===== src/include/cts_pkg.sv =====
/*
  Shared constants, types and helpers for the chassis thermal and startup
  policy block. Assumes a single 250 MHz clock.
*/
`default_nettype none
package cts_pkg;
  // Module population and slot layout; slot 0 is the primary switch.
  localparam int NUM_IOM    = 2;
  localparam int NUM_PSU    = 2;
  localparam int NUM_FAN    = 2;
  localparam int NUM_BLADE  = 4;
  localparam int NUM_ZONE   = 2;
  localparam int BPZ        = 2;
  localparam int IOM_BASE   = 0;
  localparam int PSU_BASE   = 2;
  localparam int FAN_BASE   = 4;
  localparam int BLADE_BASE = 6;
  localparam int NUM_MOD    = 10;
  localparam int PRI_SW     = 0;
  // Timing: regulation step period and module answer timeout.
  localparam int CLK_NS        = 4;
  localparam int ADJ_PERIOD_NS = 100000;
  localparam int ADJ_CYC       = ADJ_PERIOD_NS / CLK_NS;
  localparam int COMM_TO_NS    = 1000000;
  localparam int COMM_TO_CYC   = COMM_TO_NS / CLK_NS;
  localparam int CNT_W         = 20;
  // Fan command scale and regulation steps.
  localparam logic [7:0] FAN_FULL    = 8'hFF;
  localparam logic [7:0] FAN_MIN     = 8'h20;
  localparam logic [7:0] STEP_HOT    = 8'h08;
  localparam logic [7:0] STEP_HOTTER = 8'h20;
  localparam logic [7:0] STEP_DOWN   = 8'h04;
  typedef enum logic [2:0] {
    TS_OFF = 3'h0, TS_COLD = 3'h1, TS_COOL = 3'h2, TS_WARM = 3'h3,
    TS_HOT = 3'h4, TS_HOTTER = 3'h5, TS_WARNING = 3'h6, TS_CRITICAL = 3'h7
  } cts_therm_type;
  typedef enum logic [1:0] {
    SU_PWR = 2'h0, SU_IOM = 2'h1, SU_BMI = 2'h3, SU_RUN = 2'h2
  } cts_su_type;
  typedef enum logic [1:0] {
    IH_IDLE = 2'h0, IH_COMM = 2'h1, IH_INIT = 2'h3, IH_READY = 2'h2
  } cts_ih_type;
  typedef struct packed {
    logic comm_req;
    logic init_req;
    logic ready;
  } cts_hs_type;
  // Larger of two thermal state codes.
  function automatic logic [2:0] cts_max3(input logic [2:0] a, input logic [2:0] b);
    return (a > b) ? a : b;
  endfunction
endpackage
`default_nettype wire


===== src/hw/cts_policy_top.sv =====
/*
  Chassis manager startup ordering, insertion handling and thermal policy.
  Assumes presence, handshake and thermal inputs are synchronous to clk.
*/
// Functional notes
// - I/O modules and primary switch come up before blade management starts.
// - Blade management networking starts after switch init; then blade power-on.
// - Fan speed lowered only once thermal knowledge is complete.
// - Each removable module has exactly one presence line for inventory.
// - Insertion handler communicates with the module first, then initialises it.
// - Two selectable policies: cooling-optimised and acoustics-optimised.
// - Cooling policy holds blade thermal state at level 2.
// - Acoustic policy holds blade thermal state at level 3.
// - State 4 raises zone fan speed until back at 2 or 3.
// - State 5 raises cooling more than state 4.
// - State 6 commands full cooling for the zone.
// - State 7 commands full cooling and shuts the blade down.
// - Acoustic mode slows fans at state 2, speeds them at 4 or 5.
`timescale 1ns/1ps
`default_nettype none
module cts_policy_top import cts_pkg::*; #(
  parameter logic [CNT_W-1:0] ADJ_CYCLES  = ADJ_CYC[CNT_W-1:0],
  parameter logic [CNT_W-1:0] COMM_CYCLES = COMM_TO_CYC[CNT_W-1:0]
) (
  input  wire logic                   clk,
  input  wire logic                   sys_rst,
  input  wire logic                   acoustic_mode,
  input  wire logic                   thermal_known,
  input  wire logic                   psu_mgmt_up,
  input  wire logic [NUM_MOD-1:0]     present,
  input  wire logic [NUM_MOD-1:0]     comm_ack,
  input  wire logic [NUM_MOD-1:0]     init_done,
  input  wire logic [NUM_BLADE*3-1:0] blade_therm,
  output var  logic [NUM_MOD-1:0]     comm_req,
  output var  logic [NUM_MOD-1:0]     init_req,
  output var  logic [NUM_MOD-1:0]     mod_ready,
  output var  logic                   blade_mgmt_en,
  output var  logic                   blade_pwr_permit,
  output var  logic                   regulating,
  output var  logic [NUM_BLADE-1:0]   blade_shutdown,
  output var  logic [NUM_ZONE*8-1:0]  fan_cmd
);
  // ************************************************************
  // Startup sequencer state
  // ************************************************************
  cts_su_type             su_r, su_nxt;
  logic                   bmi_r, bmi_nxt;
  logic                   permit_r, permit_nxt;
  logic                   reg_r, reg_nxt;
  logic [NUM_BLADE-1:0]   shut_r, shut_nxt;
  logic [CNT_W-1:0]       adj_r, adj_nxt;
  logic                   tick_r, tick_nxt;
  cts_hs_type             hs [NUM_MOD];
  logic                   iom_ok, blade_ok;
  logic [NUM_BLADE*3-1:0] masked;
  logic [2:0]             zmax [NUM_ZONE];

  // ************************************************************
  // Per-module insertion handlers
  // ************************************************************
  for (genvar m = 0; m < NUM_MOD; m++) begin : g_mod
    cts_insert_fsm #(
      .TO_CYC (COMM_CYCLES)
    ) u_ih (
      .clk       (clk),
      .sys_rst   (sys_rst),
      .present   (present[m]),
      .go        ((m >= BLADE_BASE) ? bmi_r : 1'b1),
      .comm_ack  (comm_ack[m]),
      .init_done (init_done[m]),
      .hs        (hs[m])
    );
    assign comm_req[m]  = hs[m].comm_req;
    assign init_req[m]  = hs[m].init_req;
    assign mod_ready[m] = hs[m].ready;
  end

  // ************************************************************
  // Readiness summaries and zone maxima
  // ************************************************************
  always_comb begin
    iom_ok = hs[PRI_SW].ready;
    for (int i = IOM_BASE; i < IOM_BASE + NUM_IOM; i++) begin
      if (present[i] && !hs[i].ready) iom_ok = 1'b0;
    end
    blade_ok = 1'b1;
    for (int b = 0; b < NUM_BLADE; b++) begin
      if (present[BLADE_BASE + b] && !hs[BLADE_BASE + b].ready) blade_ok = 1'b0;
      masked[b*3 +: 3] = present[BLADE_BASE + b] ? blade_therm[b*3 +: 3] : TS_OFF;
    end
    for (int z = 0; z < NUM_ZONE; z++) begin
      zmax[z] = 3'h0;
      for (int k = 0; k < BPZ; k++) begin
        zmax[z] = cts_max3(zmax[z], masked[(z*BPZ + k)*3 +: 3]);
      end
    end
  end

  // ************************************************************
  // Startup ordering: supplies, I/O modules, blade management, power
  // ************************************************************
  always_comb begin
    su_nxt = su_r;
    case (su_r)
      SU_PWR: if (psu_mgmt_up) su_nxt = SU_IOM;
      SU_IOM: if (iom_ok) su_nxt = SU_BMI;
      SU_BMI: begin
        if (!hs[PRI_SW].ready) su_nxt = SU_IOM;
        else if (blade_ok) su_nxt = SU_RUN;
      end
      SU_RUN: if (!hs[PRI_SW].ready) su_nxt = SU_IOM;
      default: su_nxt = SU_PWR;
    endcase
    bmi_nxt    = (su_nxt == SU_BMI) || (su_nxt == SU_RUN);
    permit_nxt = (su_nxt == SU_RUN);
    reg_nxt    = (su_nxt == SU_RUN) && thermal_known;
    for (int b = 0; b < NUM_BLADE; b++) begin
      shut_nxt[b] = (masked[b*3 +: 3] == TS_CRITICAL);
    end
  end

  always_ff @(posedge clk) begin
    if (sys_rst) begin
      su_r     <= SU_PWR;
      bmi_r    <= 1'b0;
      permit_r <= 1'b0;
      reg_r    <= 1'b0;
      shut_r   <= '0;
    end else begin
      su_r     <= su_nxt;
      bmi_r    <= bmi_nxt;
      permit_r <= permit_nxt;
      reg_r    <= reg_nxt;
      shut_r   <= shut_nxt;
    end
  end

  // ************************************************************
  // Regulation step timer
  // ************************************************************
  always_comb begin
    adj_nxt  = adj_r + 1'b1;
    tick_nxt = 1'b0;
    if (adj_r == ADJ_CYCLES - 1'b1) begin
      adj_nxt  = '0;
      tick_nxt = 1'b1;
    end
  end

  always_ff @(posedge clk) begin
    if (sys_rst) begin
      adj_r  <= '0;
      tick_r <= 1'b0;
    end else begin
      adj_r  <= adj_nxt;
      tick_r <= tick_nxt;
    end
  end

  // ************************************************************
  // Zone fan controllers
  // ************************************************************
  for (genvar z = 0; z < NUM_ZONE; z++) begin : g_zone
    cts_zone_fan u_zf (
      .clk      (clk),
      .sys_rst  (sys_rst),
      .tick     (tick_r),
      .regulate (reg_r),
      .acoustic (acoustic_mode),
      .states   (masked[z*BPZ*3 +: BPZ*3]),
      .fan_cmd  (fan_cmd[z*8 +: 8])
    );
  end

  assign blade_mgmt_en    = bmi_r;
  assign blade_pwr_permit = permit_r;
  assign regulating       = reg_r;
  assign blade_shutdown   = shut_r;

  // ************************************************************
  // Checks on zone 0 and the sequencer
  // ************************************************************
  logic [7:0] fan0;
  assign fan0 = fan_cmd[7:0];

  mgmt_after_switch_a: assert property (@(posedge clk) disable iff (sys_rst)
    blade_mgmt_en |-> $past(hs[PRI_SW].ready))
    else $error("blade management enabled before primary switch ready");

  permit_after_mgmt_a: assert property (@(posedge clk) disable iff (sys_rst)
    $rose(blade_pwr_permit) |-> $past(blade_mgmt_en))
    else $error("blade power permitted before management networking");

  psu_before_io_a: assert property (@(posedge clk) disable iff (sys_rst)
    (su_r == SU_PWR && !psu_mgmt_up) |=> (su_r == SU_PWR))
    else $error("startup left supply stage without supply management");

  full_until_known_a: assert property (@(posedge clk) disable iff (sys_rst)
    !regulating |=> (fan0 == FAN_FULL))
    else $error("fan lowered before thermal knowledge complete");

  blade_go_gate_a: assert property (@(posedge clk) disable iff (sys_rst)
    $rose(comm_req[BLADE_BASE]) |-> $past(blade_mgmt_en) && $past(present[BLADE_BASE]))
    else $error("blade contacted before management enabled");

  ready_needs_present_a: assert property (@(posedge clk) disable iff (sys_rst)
    mod_ready[0] |-> $past(present[0]))
    else $error("module ready without presence");

  warn_full_a: assert property (@(posedge clk) disable iff (sys_rst)
    (regulating && zmax[0] == TS_WARNING) |=> (fan0 == FAN_FULL))
    else $error("state 6 did not force full cooling");

  crit_shutdown_a: assert property (@(posedge clk) disable iff (sys_rst)
    (masked[2:0] == TS_CRITICAL) |=> blade_shutdown[0] ##0 (!regulating || fan0 == FAN_FULL))
    else $error("state 7 did not shut down blade with full cooling");

  hot_step_a: assert property (@(posedge clk) disable iff (sys_rst)
    (regulating && tick_r && zmax[0] == TS_HOT && reg_nxt && fan0 <= FAN_FULL - STEP_HOT)
    |=> (fan0 == $past(fan0) + STEP_HOT))
    else $error("state 4 did not raise fan by one step");

  hotter_step_a: assert property (@(posedge clk) disable iff (sys_rst)
    (regulating && tick_r && zmax[0] == TS_HOTTER && reg_nxt
     && fan0 <= FAN_FULL - STEP_HOTTER)
    |=> (fan0 == $past(fan0) + STEP_HOTTER))
    else $error("state 5 did not raise fan by the larger step");

  cool_hold_a: assert property (@(posedge clk) disable iff (sys_rst)
    (regulating && reg_nxt && !acoustic_mode && zmax[0] == TS_COOL) |=> $stable(fan0))
    else $error("cooling policy moved fan at target state");

  acoustic_hold_a: assert property (@(posedge clk) disable iff (sys_rst)
    (regulating && reg_nxt && acoustic_mode && zmax[0] == TS_WARM) |=> $stable(fan0))
    else $error("acoustic policy moved fan at target state");

  acoustic_slow_a: assert property (@(posedge clk) disable iff (sys_rst)
    (regulating && reg_nxt && tick_r && acoustic_mode && zmax[0] == TS_COOL
     && fan0 >= FAN_MIN + STEP_DOWN)
    |=> (fan0 == $past(fan0) - STEP_DOWN))
    else $error("acoustic policy did not slow fans at state 2");

  tick_period_a: assert property (@(posedge clk) disable iff (sys_rst)
    tick_r |=> !tick_r)
    else $error("regulation tick longer than one cycle");

  startup_run_c: cover property (@(posedge clk) disable iff (sys_rst)
    $rose(blade_pwr_permit));
  insert_ready_c: cover property (@(posedge clk) disable iff (sys_rst)
    $rose(mod_ready[BLADE_BASE]));
  crit_event_c: cover property (@(posedge clk) disable iff (sys_rst)
    $rose(blade_shutdown[0]));
  fan_slowed_c: cover property (@(posedge clk) disable iff (sys_rst)
    regulating && fan0 < FAN_FULL);

  // ************************************************************
  // Checks on zone 1, removal, switch loss and the step timer
  // ************************************************************
  logic [7:0] fan1;
  assign fan1 = fan_cmd[15:8];

  warn_full_z1_a: assert property (@(posedge clk) disable iff (sys_rst)
    (zmax[1] >= TS_WARNING) |=> (fan1 == FAN_FULL))
    else $error("hot zone 1 blade did not force full cooling");

  permit_needs_mgmt_a: assert property (@(posedge clk) disable iff (sys_rst)
    blade_pwr_permit |-> blade_mgmt_en)
    else $error("blade power permitted without management networking");

  pwr_stage_quiet_a: assert property (@(posedge clk) disable iff (sys_rst)
    (su_r == SU_PWR) |-> !blade_mgmt_en)
    else $error("blade management enabled in supply stage");

  switch_loss_a: assert property (@(posedge clk) disable iff (sys_rst)
    (blade_mgmt_en && !mod_ready[PRI_SW]) |=> !blade_mgmt_en)
    else $error("blade management kept after primary switch loss");

  removal_drop_a: assert property (@(posedge clk) disable iff (sys_rst)
    !present[BLADE_BASE] |=> !comm_req[BLADE_BASE] && !init_req[BLADE_BASE]
    && !mod_ready[BLADE_BASE])
    else $error("removed blade still in handshake");

  shutdown_clear_a: assert property (@(posedge clk) disable iff (sys_rst)
    (masked[2:0] != TS_CRITICAL) |=> !blade_shutdown[0])
    else $error("blade shutdown without critical state");

  warm_step_a: assert property (@(posedge clk) disable iff (sys_rst)
    (regulating && tick_r && !acoustic_mode && zmax[0] == TS_WARM
     && fan0 <= FAN_FULL - STEP_HOT)
    |=> (fan0 == $past(fan0) + STEP_HOT))
    else $error("cooling policy did not raise fan at state 3");

  tick_spacing_a: assert property (@(posedge clk) disable iff (sys_rst)
    (adj_r == ADJ_CYCLES - 1'b1) |=> tick_r)
    else $error("regulation tick missing at end of period");

  acoustic_hold_c: cover property (@(posedge clk) disable iff (sys_rst)
    regulating && acoustic_mode && zmax[0] == TS_WARM && tick_r);
endmodule
`default_nettype wire


===== src/hw/cts_insert_fsm.sv =====
/*
  Insertion handler for one removable module: talk first, then initialise.
  Assumes comm_ack and init_done are levels from the module management path.
*/
`timescale 1ns/1ps
`default_nettype none
module cts_insert_fsm import cts_pkg::*; #(
  parameter logic [CNT_W-1:0] TO_CYC = COMM_TO_CYC[CNT_W-1:0]
) (
  input  wire logic       clk,
  input  wire logic       sys_rst,
  input  wire logic       present,
  input  wire logic       go,
  input  wire logic       comm_ack,
  input  wire logic       init_done,
  output var  cts_hs_type hs
);
  cts_ih_type       st_r, st_nxt;
  logic [CNT_W-1:0] cnt_r, cnt_nxt;
  cts_hs_type       hs_r, hs_nxt;

  always_comb begin
    st_nxt  = st_r;
    cnt_nxt = '0;
    case (st_r)
      IH_IDLE:  if (present && go) st_nxt = IH_COMM;
      IH_COMM: begin
        cnt_nxt = cnt_r + 1'b1;
        if (!present) st_nxt = IH_IDLE;
        else if (comm_ack) st_nxt = IH_INIT;
        else if (cnt_r == TO_CYC - 1'b1) st_nxt = IH_IDLE;
      end
      IH_INIT: begin
        if (!present) st_nxt = IH_IDLE;
        else if (init_done) st_nxt = IH_READY;
      end
      IH_READY: if (!present) st_nxt = IH_IDLE;
      default:  st_nxt = IH_IDLE;
    endcase
    if (st_nxt != IH_COMM) cnt_nxt = '0;
    hs_nxt.comm_req = (st_nxt == IH_COMM);
    hs_nxt.init_req = (st_nxt == IH_INIT);
    hs_nxt.ready    = (st_nxt == IH_READY);
  end

  always_ff @(posedge clk) begin
    if (sys_rst) begin
      st_r  <= IH_IDLE;
      cnt_r <= '0;
      hs_r  <= '0;
    end else begin
      st_r  <= st_nxt;
      cnt_r <= cnt_nxt;
      hs_r  <= hs_nxt;
    end
  end
  assign hs = hs_r;

  init_after_comm_a: assert property (@(posedge clk) disable iff (sys_rst)
    $rose(hs_r.init_req) |-> $past(hs_r.comm_req) && $past(comm_ack))
    else $error("init started without a completed communication step");
endmodule
`default_nettype wire


===== src/hw/cts_zone_fan.sv =====
/*
  Fan command for one cooling zone, driven by the hottest blade in it.
  Assumes tick is a one-cycle pulse and absent blades report state 0.
*/
`timescale 1ns/1ps
`default_nettype none
module cts_zone_fan import cts_pkg::*; (
  input  wire logic             clk,
  input  wire logic             sys_rst,
  input  wire logic             tick,
  input  wire logic             regulate,
  input  wire logic             acoustic,
  input  wire logic [BPZ*3-1:0] states,
  output var  logic [7:0]       fan_cmd
);
  logic [7:0] fan_r, fan_nxt;
  logic [2:0] zmax, tgt;

  function automatic logic [7:0] up(input logic [7:0] c, input logic [7:0] s);
    return (c > FAN_FULL - s) ? FAN_FULL : c + s;
  endfunction

  always_comb begin
    zmax = 3'h0;
    for (int i = 0; i < BPZ; i++) begin
      zmax = cts_max3(zmax, states[i*3 +: 3]);
    end
    tgt     = acoustic ? TS_WARM : TS_COOL;
    fan_nxt = fan_r;
    if (!regulate) begin
      fan_nxt = FAN_FULL;
    end else if (zmax >= TS_WARNING) begin
      fan_nxt = FAN_FULL;
    end else if (tick) begin
      if (zmax == TS_HOTTER) begin
        fan_nxt = up(fan_r, STEP_HOTTER);
      end else if (zmax == TS_HOT) begin
        fan_nxt = up(fan_r, STEP_HOT);
      end else if (zmax > tgt) begin
        fan_nxt = up(fan_r, STEP_HOT);
      end else if (zmax < tgt) begin
        fan_nxt = (fan_r < FAN_MIN + STEP_DOWN) ? FAN_MIN : fan_r - STEP_DOWN;
      end
    end
  end

  always_ff @(posedge clk) begin
    if (sys_rst) begin
      fan_r <= FAN_FULL;
    end else begin
      fan_r <= fan_nxt;
    end
  end
  assign fan_cmd = fan_r;
endmodule
`default_nettype wire


===== config.mk =====
export PLATFORM = sky130hd
export DESIGN_NAME = cts_policy_top
export DESIGN_NICKNAME = d
export VERILOG_FILES = /design/src/include/cts_pkg.sv /design/src/hw/cts_policy_top.sv /design/src/hw/cts_insert_fsm.sv /design/src/hw/cts_zone_fan.sv
export SDC_FILE = /design/constraint.sdc
export NUM_CORES = 1
export LEC_CHECK = 0
export BUFFER_PORTS_ARGS = -buffer_cell sky130_fd_sc_hd__buf_4
export CORE_UTILIZATION = 33
export CTS_BUF_LIST = sky130_fd_sc_hd__clkbuf_4 sky130_fd_sc_hd__clkbuf_8 sky130_fd_sc_hd__clkbuf_16
export CTS_CLUSTER_DIAMETER = 100
export DETAILED_ROUTE_END_ITERATION = 10
export GPL_TIMING_DRIVEN = 1
export PLACE_DENSITY = 0.52
export SETUP_SLACK_MARGIN = 0.1
export SLEW_MARGIN = 20
export SYNTH_ARGS = -nofsm -noshare
export SYNTH_HDL_FRONTEND = slang
export SYNTH_HIERARCHICAL = 1
export SYNTH_SLANG_ARGS = --single-unit

===== constraint.sdc =====
create_clock -name clk -period 7.26 [get_ports clk]
set_input_delay 0.363 -clock clk [delete_from_list [all_inputs] [get_ports clk]]
set_output_delay 0.363 -clock clk [all_outputs]
set_load 0.005 [all_outputs]

# Word-level counts from Yosys, hierarchy flattened
# Index checks and enable logic that the tools add are counted.
classes:
  n_addsub: 17
  order_cmp: 16
  eq_ne: 94
  mux: 116
  n_bitwise: 11
  n_reduce_logical: 46
ops:
  columns: ["operator", "n"]
  rows:
  - ["adder 20 x 1 -> 20 bit (second input constant)", 11]
  - ["equality test 20 x 18 -> 1 bit (second input constant)", 10]
  - ["two-way mux 2 bit", 75]
  - ["two-way mux 8 bit", 14]
  - ["equality test 2 bit (second input constant)", 44]
  - ["one-hot mux 2 bit (4 select lines)", 11]
  - ["equality test 2 x 1 -> 1 bit (second input constant)", 21]
  - ["OR reduction 3 bit", 12]
  - ["greater-than comparator 8 bit (second input constant)", 4]
  - ["equality test 3 bit (second input constant)", 8]
  - ["two-way mux 3 bit", 8]
  - ["zero test 2 bit", 11]
  - ["equality test 20 x 15 -> 1 bit (second input constant)", 1]
  - ["!= test 2 x 1 -> 1 bit (second input constant)", 10]
  - ["adder 8 x 4 -> 8 bit (second input constant)", 2]
  - ["adder 8 x 6 -> 8 bit (second input constant)", 2]
  - ["< comparator 8 x 6 -> 1 bit (second input constant)", 2]
  - ["subtractor 8 x 3 -> 8 bit (second input constant)", 2]
  - ["logical AND 1 bit", 11]
  - ["inverter 1 bit", 11]
  - ["greater-than comparator 3 bit", 3]
  - ["two-way mux 1 bit", 8]
  - ["nonzero test 4 bit", 2]
  - [">= comparator 3 bit (second input constant)", 2]
  - ["other kinds (8)", 15]
word_totals:
  register_bits: 296
  input_bits: 47
  word_cells: 359

# Longest topological paths before layout
depth:
  word_depth: 11
  depth_mapped: 15

# Hierarchy
# Netlist, hierarchy kept.
modules_own_cells:
  columns: ["module", "instances", "cells_each", "area_each_um2", "seq_area_each_um2"]
  rows:
  - ["cts_insert_fsm", 10, 121, 1096.1, 500.5]
  - ["cts_policy_top", 1, 149, 1307.5, 580.6]
  - ["cts_zone_fan (g_zone[1].u_zf)", 1, 136, 1097.3, 160.2]
  - ["cts_zone_fan (g_zone[0].u_zf)", 1, 130, 1041.0, 160.2]

# Least setup slack after synthesis
# OpenSTA, ideal clock, no wires.
synth_path:
  path_type: "input-to-reg"
  start: "in blade_therm[4]"
  end: "reg g_zone[0].u_zf.fan_r[5]"
  setup_ns: 0.141
  arrival_time_ns: 3.030
  required_ns: 7.119
  setup_slack_ns: 4.089
  cell_stages: 15
  path_buffers: 0
  path_cell_list: "and2_1 > inv_1 > ha_1 > and2b_1 > o22a_2 > nand2_1 > nor2_1 > a21oi_1 > ha_1 > a211oi_1 > o21ai_1 > o21ai_2 > mux2_1 > o22ai_1 > o31ai_1"
synth_between:
  elab_chain_len: 7
  word_cells_on_any_way: 14
synth_rtl:
  columns: ["item", "line", "text"]
  rows:
  - ["from (decl)", "cts_policy_top.sv:33", "input wire logic [NUM_BLADE*3-1:0] blade_therm,"]
  - ["two-way mux 3 bit *", "cts_policy_top.sv:89", "masked[b*3 +: 3] = present[BLADE_BASE + b] ? blade_therm[b*3 +: 3] : TS_OFF;"]
  - ["greater-than comparator 3 bit", "cts_pkg.sv:50", "return (a > b) ? a : b;"]
  - ["two-way mux 3 bit *", "cts_pkg.sv:50", null]
  - ["greater-than comparator 3 bit", "cts_zone_fan.sv:39", "end else if (zmax > tgt) begin"]
  - ["two-way mux 8 bit", "cts_zone_fan.sv:39", null]
  - ["two-way mux 8 bit", "cts_zone_fan.sv:37", "end else if (zmax == TS_HOT) begin"]
  - ["two-way mux 8 bit", "cts_zone_fan.sv:35", "if (zmax == TS_HOTTER) begin"]
  - ["to (signal assigned)", "cts_zone_fan.sv:51", "fan_r <= fan_nxt;"]
  - ["to (decl)", "cts_zone_fan.sv:16", "logic [7:0] fan_r, fan_nxt;"]
# Mark *: on every way between the ends. The rest lies on a longest branch, timed or not.
# A chain may end at the register's enable or synchronous reset.

# Worst setup path after layout
layout_path:
  start: "in present[7]"
  end: "reg g_zone[0].u_zf.fan_r[5]"
layout_between:
  elab_chain_len: 7
  word_cells_on_any_way: 14
layout_rtl:
  columns: ["item", "line", "text"]
  rows:
  - ["from (decl)", "cts_policy_top.sv:30", "input wire logic [NUM_MOD-1:0] present,"]
  - ["two-way mux 3 bit *", "cts_policy_top.sv:89", null]
  - ["named net masked[4]", "cts_policy_top.sv:55", "logic [NUM_BLADE*3-1:0] masked;"]
  - ["greater-than comparator 3 bit", "cts_pkg.sv:50", null]
  - ["two-way mux 3 bit *", "cts_pkg.sv:50", null]
  - ["greater-than comparator 3 bit", "cts_zone_fan.sv:39", null]
  - ["two-way mux 8 bit", "cts_zone_fan.sv:39", null]
  - ["two-way mux 8 bit", "cts_zone_fan.sv:37", null]
  - ["two-way mux 8 bit", "cts_zone_fan.sv:35", null]
# Mark *: on every way through the listed nets, which the timed path passes. The rest lies on a longest branch.

==> metrics.yaml <==
finish:
  final_util: 0.395
  n_fill_cell: 4358
  drive_above_1_share: 0.137
  syn_to_final_growth_pct: 18.0
  regArea_mm2: 0.00591
  multiInputGateArea_mm2: 0.00815
  n_antenna_cell: 0
  fin_nets: 1836
die:
  num_rows: 76
  start_util: 0.334
  ioPinCount: 100
  coreArea_mm2: 0.0431
  die_area_mm2: 0.0445
  die_height_um: 211
  die_w_um: 211
worst_setup_path:
  worstSetupEndpointType: "register"
  crit_fanout: 7
  path_buf_inv: 2
  r2r_cells: 9
  slowest_stage: "o21ai_2"
  slowest_delay_ns: 0.36
  start_kind: "primary input"
  worstPathCellList: "buf_4, and2_1, inv_1, ha_1, and2b_1, o22a_2, nand2_1, nor2_1, a21oi_1, ha_1, a211oi_1, o21ai_1, o21ai_2, mux2_1, o22ai_1, o31ai_1"
  crit_family: "compound AO/OA/AOI/OAI gates"
  worstPathArrival_ns: 3.57
  worst-path-stages: 16
  crit_top_cell: "ha_1"
  required_ns: 7.65
  path_class: "primary input to register"
global_routing:
  grt_use_total: 0.140
  grt_max_degree: 24
  grt_pass1_wl_um: 52400
  antenna_found_initial: 0
  grt_pass1_vias: 10839
  grt-ovfl-total: 0
logic_synthesis:
  synth_most_common_cell: "dfxtp_1"
  synth_cell_type_count: 81
  synth-seq-area-share: 0.410
  postSynthAreaPerCell_um2: 8.87
  synth-async-reset-ratio: 0
  synth-main-ff-cell: "dfxtp_1"
  synth_edf_count: 0
  ys_ff_latch: 295
  synth_common_cells: "dfxtp_1, nor2_1, xnor2_1"
  synth_cells: 1625
  synth_top_area_cell: "dfxtp_1"
  yosys_warnings: 6
  synth_top_area_share: 0.410
  synth.top_cells.by_area: "dfxtp_1, xnor2_1, nor2_1, xor2_1, ha_1"
  netlist_area_mm2: 0.0144
clocking:
  clk_pin_slew_ns: 0.06
  cts_resized: 0
  hold_buffers: 0
  cts_sinks: 295
  ctsRootBufferMaster: "clkbuf_16"
  clk_latency_ns: 0.53
  cts_setup_buffers: 0
  clockBufferDepth: 3
  cts_htree_levels: 2
  cts_tree: "built"
  cts_buffers: 37
pwr:
  ir_drop_mv: 0.127
  p_leak_nw: 5.87
  pwr-share-clk: 0.496
  power_density_mw_per_mm2: 209
  power.internal_mw: 2.76
  p_seq_frac: 0.459
  p_sw_frac: 0.224
  switchingPower_mw: 0.798
  combPwrFrac: 0.045
hold_path:
  whs_path_depth: 2
  hold_path.class: "primary input to register"
sta:
  finClkSkew_ns: 0.0156
  timing.final.crit_share: 0.439
  rsz0062_at_grt: "false"
  fmax_mhz: 314
  fin_crit_ns: 3.18
  setup_violations: 0
  slew_headroom: 0.381
  setup_tns_ns: 0
  report.final.slew_viol_count: 0
  finalHoldViolCount: 0
  worst_pin_slew_ns: 0.923
drt:
  dr.pass1.iters: 5
  final_antenna_net_count: 0
  drt_wl_total_um: 30900
  wire_per_inst_um: 13.1
  drc: 0
  vias: 11606
  first_iter_violations: 485
  vias_per_cell: 4.91
job:
  cap_violations: 0
place:
  port_buffers: 99
  gp_congestion: 0.831
  hpwl_um: 21600
outcome:
  status: "complete, no violations"
## final cells by class
| class | count | share of cell area |
|---|---|---|
| timing repair buffer | 100 | 0.0442 |
| tap | 585 | 0.0430 |
| sequential | 295 | 0.347 |
| multi-input combinational | 1242 | 0.479 |
| inverter | 78 | 0.0172 |
| clock buffer | 51 | 0.0632 |
| clock inverter | 13 | 0.00559 |
## cells by family after synthesis
kind of cell	after synthesis	synth area share
other	1	0.000260
AOI/OAI and AO/OA	230	0.109
adders and majority gates	35	0.0304
buffers and inverters	99	0.0271
muxes	22	0.0170
xor gates and xnor gates	160	0.0973
DFF	295	0.410
and+or+nand+nor	783	0.309
## final timing paths
kind,from,end,slack (ns)
setup / recovery,present[7],g_zone[0].u_zf/fan_cmd[5],4.08
hold / removal,thermal_known,regulating,0.06
setup reg to reg,g_zone[1].u_zf/fan_cmd[3],g_zone[1].u_zf/fan_cmd[7],4.79
hold reg to reg,adj_r[0],adj_r[0],0.45
## state kept, by name, indices dropped and copies added (netlist names)
signal,cells
tick_r,1
g_mod.u_ih/cnt_r,200
g_zone.u_zf/fan_cmd,16
blade_pwr_permit,1
blade_shutdown,4
regulating,1
adj_r,20
g_mod.u_ih/st_r,20
g_mod.u_ih/hs,30
su_r,2
## cells in the final DEF (no fill, tap or decap), types with 30 or more instances in the layout
| master | Yosys | final |
|---|---|---|
| clkbuf_16 | 0 | 37 |
| nand2b_1 | 30 | 30 |
| and2_1 | 35 | 35 |
| nand4_1 | 49 | 49 |
| nand3_1 | 79 | 79 |
| or3_1 | 43 | 43 |
| a21oi_1 | 56 | 56 |
| buf_4 | 0 | 100 |
| dfxtp_1 | 295 | 295 |
| xor2_1 | 55 | 55 |
| nor4_1 | 52 | 52 |
| nor2_1 | 235 | 235 |
| inv_1 | 78 | 78 |
| o21ai_1 | 31 | 31 |
| xnor2_1 | 105 | 105 |
| ha_1 | 35 | 35 |
| nor3_1 | 65 | 65 |
| nand2_1 | 79 | 79 |
| o21ai_0 | 37 | 37 |
## layer usage
| layer | vias to the layer above | track usage | wire length (µm) |
|---|---|---|---|
| met5 | - | 0 | 0 |
| met4 | 0 | 0.0517 | 778 |
| met3 | 49 | 0.0236 | 1180 |
| met2 | 150 | 0.215 | 13200 |
| met1 | 5347 | 0.197 | 15800 |
| li1 | 6060 | - | - |
## power groups by stage
stage / clock network (mW) / logic [mW] / registers, mW
CTS: 1.84 / 0.161 / 1.63
detailed placement: 0 / 0.161 / 1.67
global placement: 0 / 0.157 / 1.67
floorplan: 0 / 0.108 / 1.67
finish: 1.77 / 0.161 / 1.63
global route: 1.90 / 0.177 / 1.63
## through the flow
| step | hold WS (ns) | instances | setup WS, ns | instance area, µm² | total power [mW] |
|---|---|---|---|---|---|
| floorplan | 0.418 | 1636 | 4.09 | 14400 | 1.77 |
| global placement | 0.428 | 2300 | 3.67 | 15800 | 1.83 |
| detailed placement | 0.436 | 2300 | 3.59 | 15800 | 1.83 |
| CTS | 0.0247 | 2364 | 4.14 | 17000 | 3.64 |
| global route | 0.0460 | 2364 | 3.84 | 17000 | 3.71 |
| finish | 0.0550 | 2364 | 4.08 | 17000 | 3.56 |
Power figures use the tool's default switching activity.
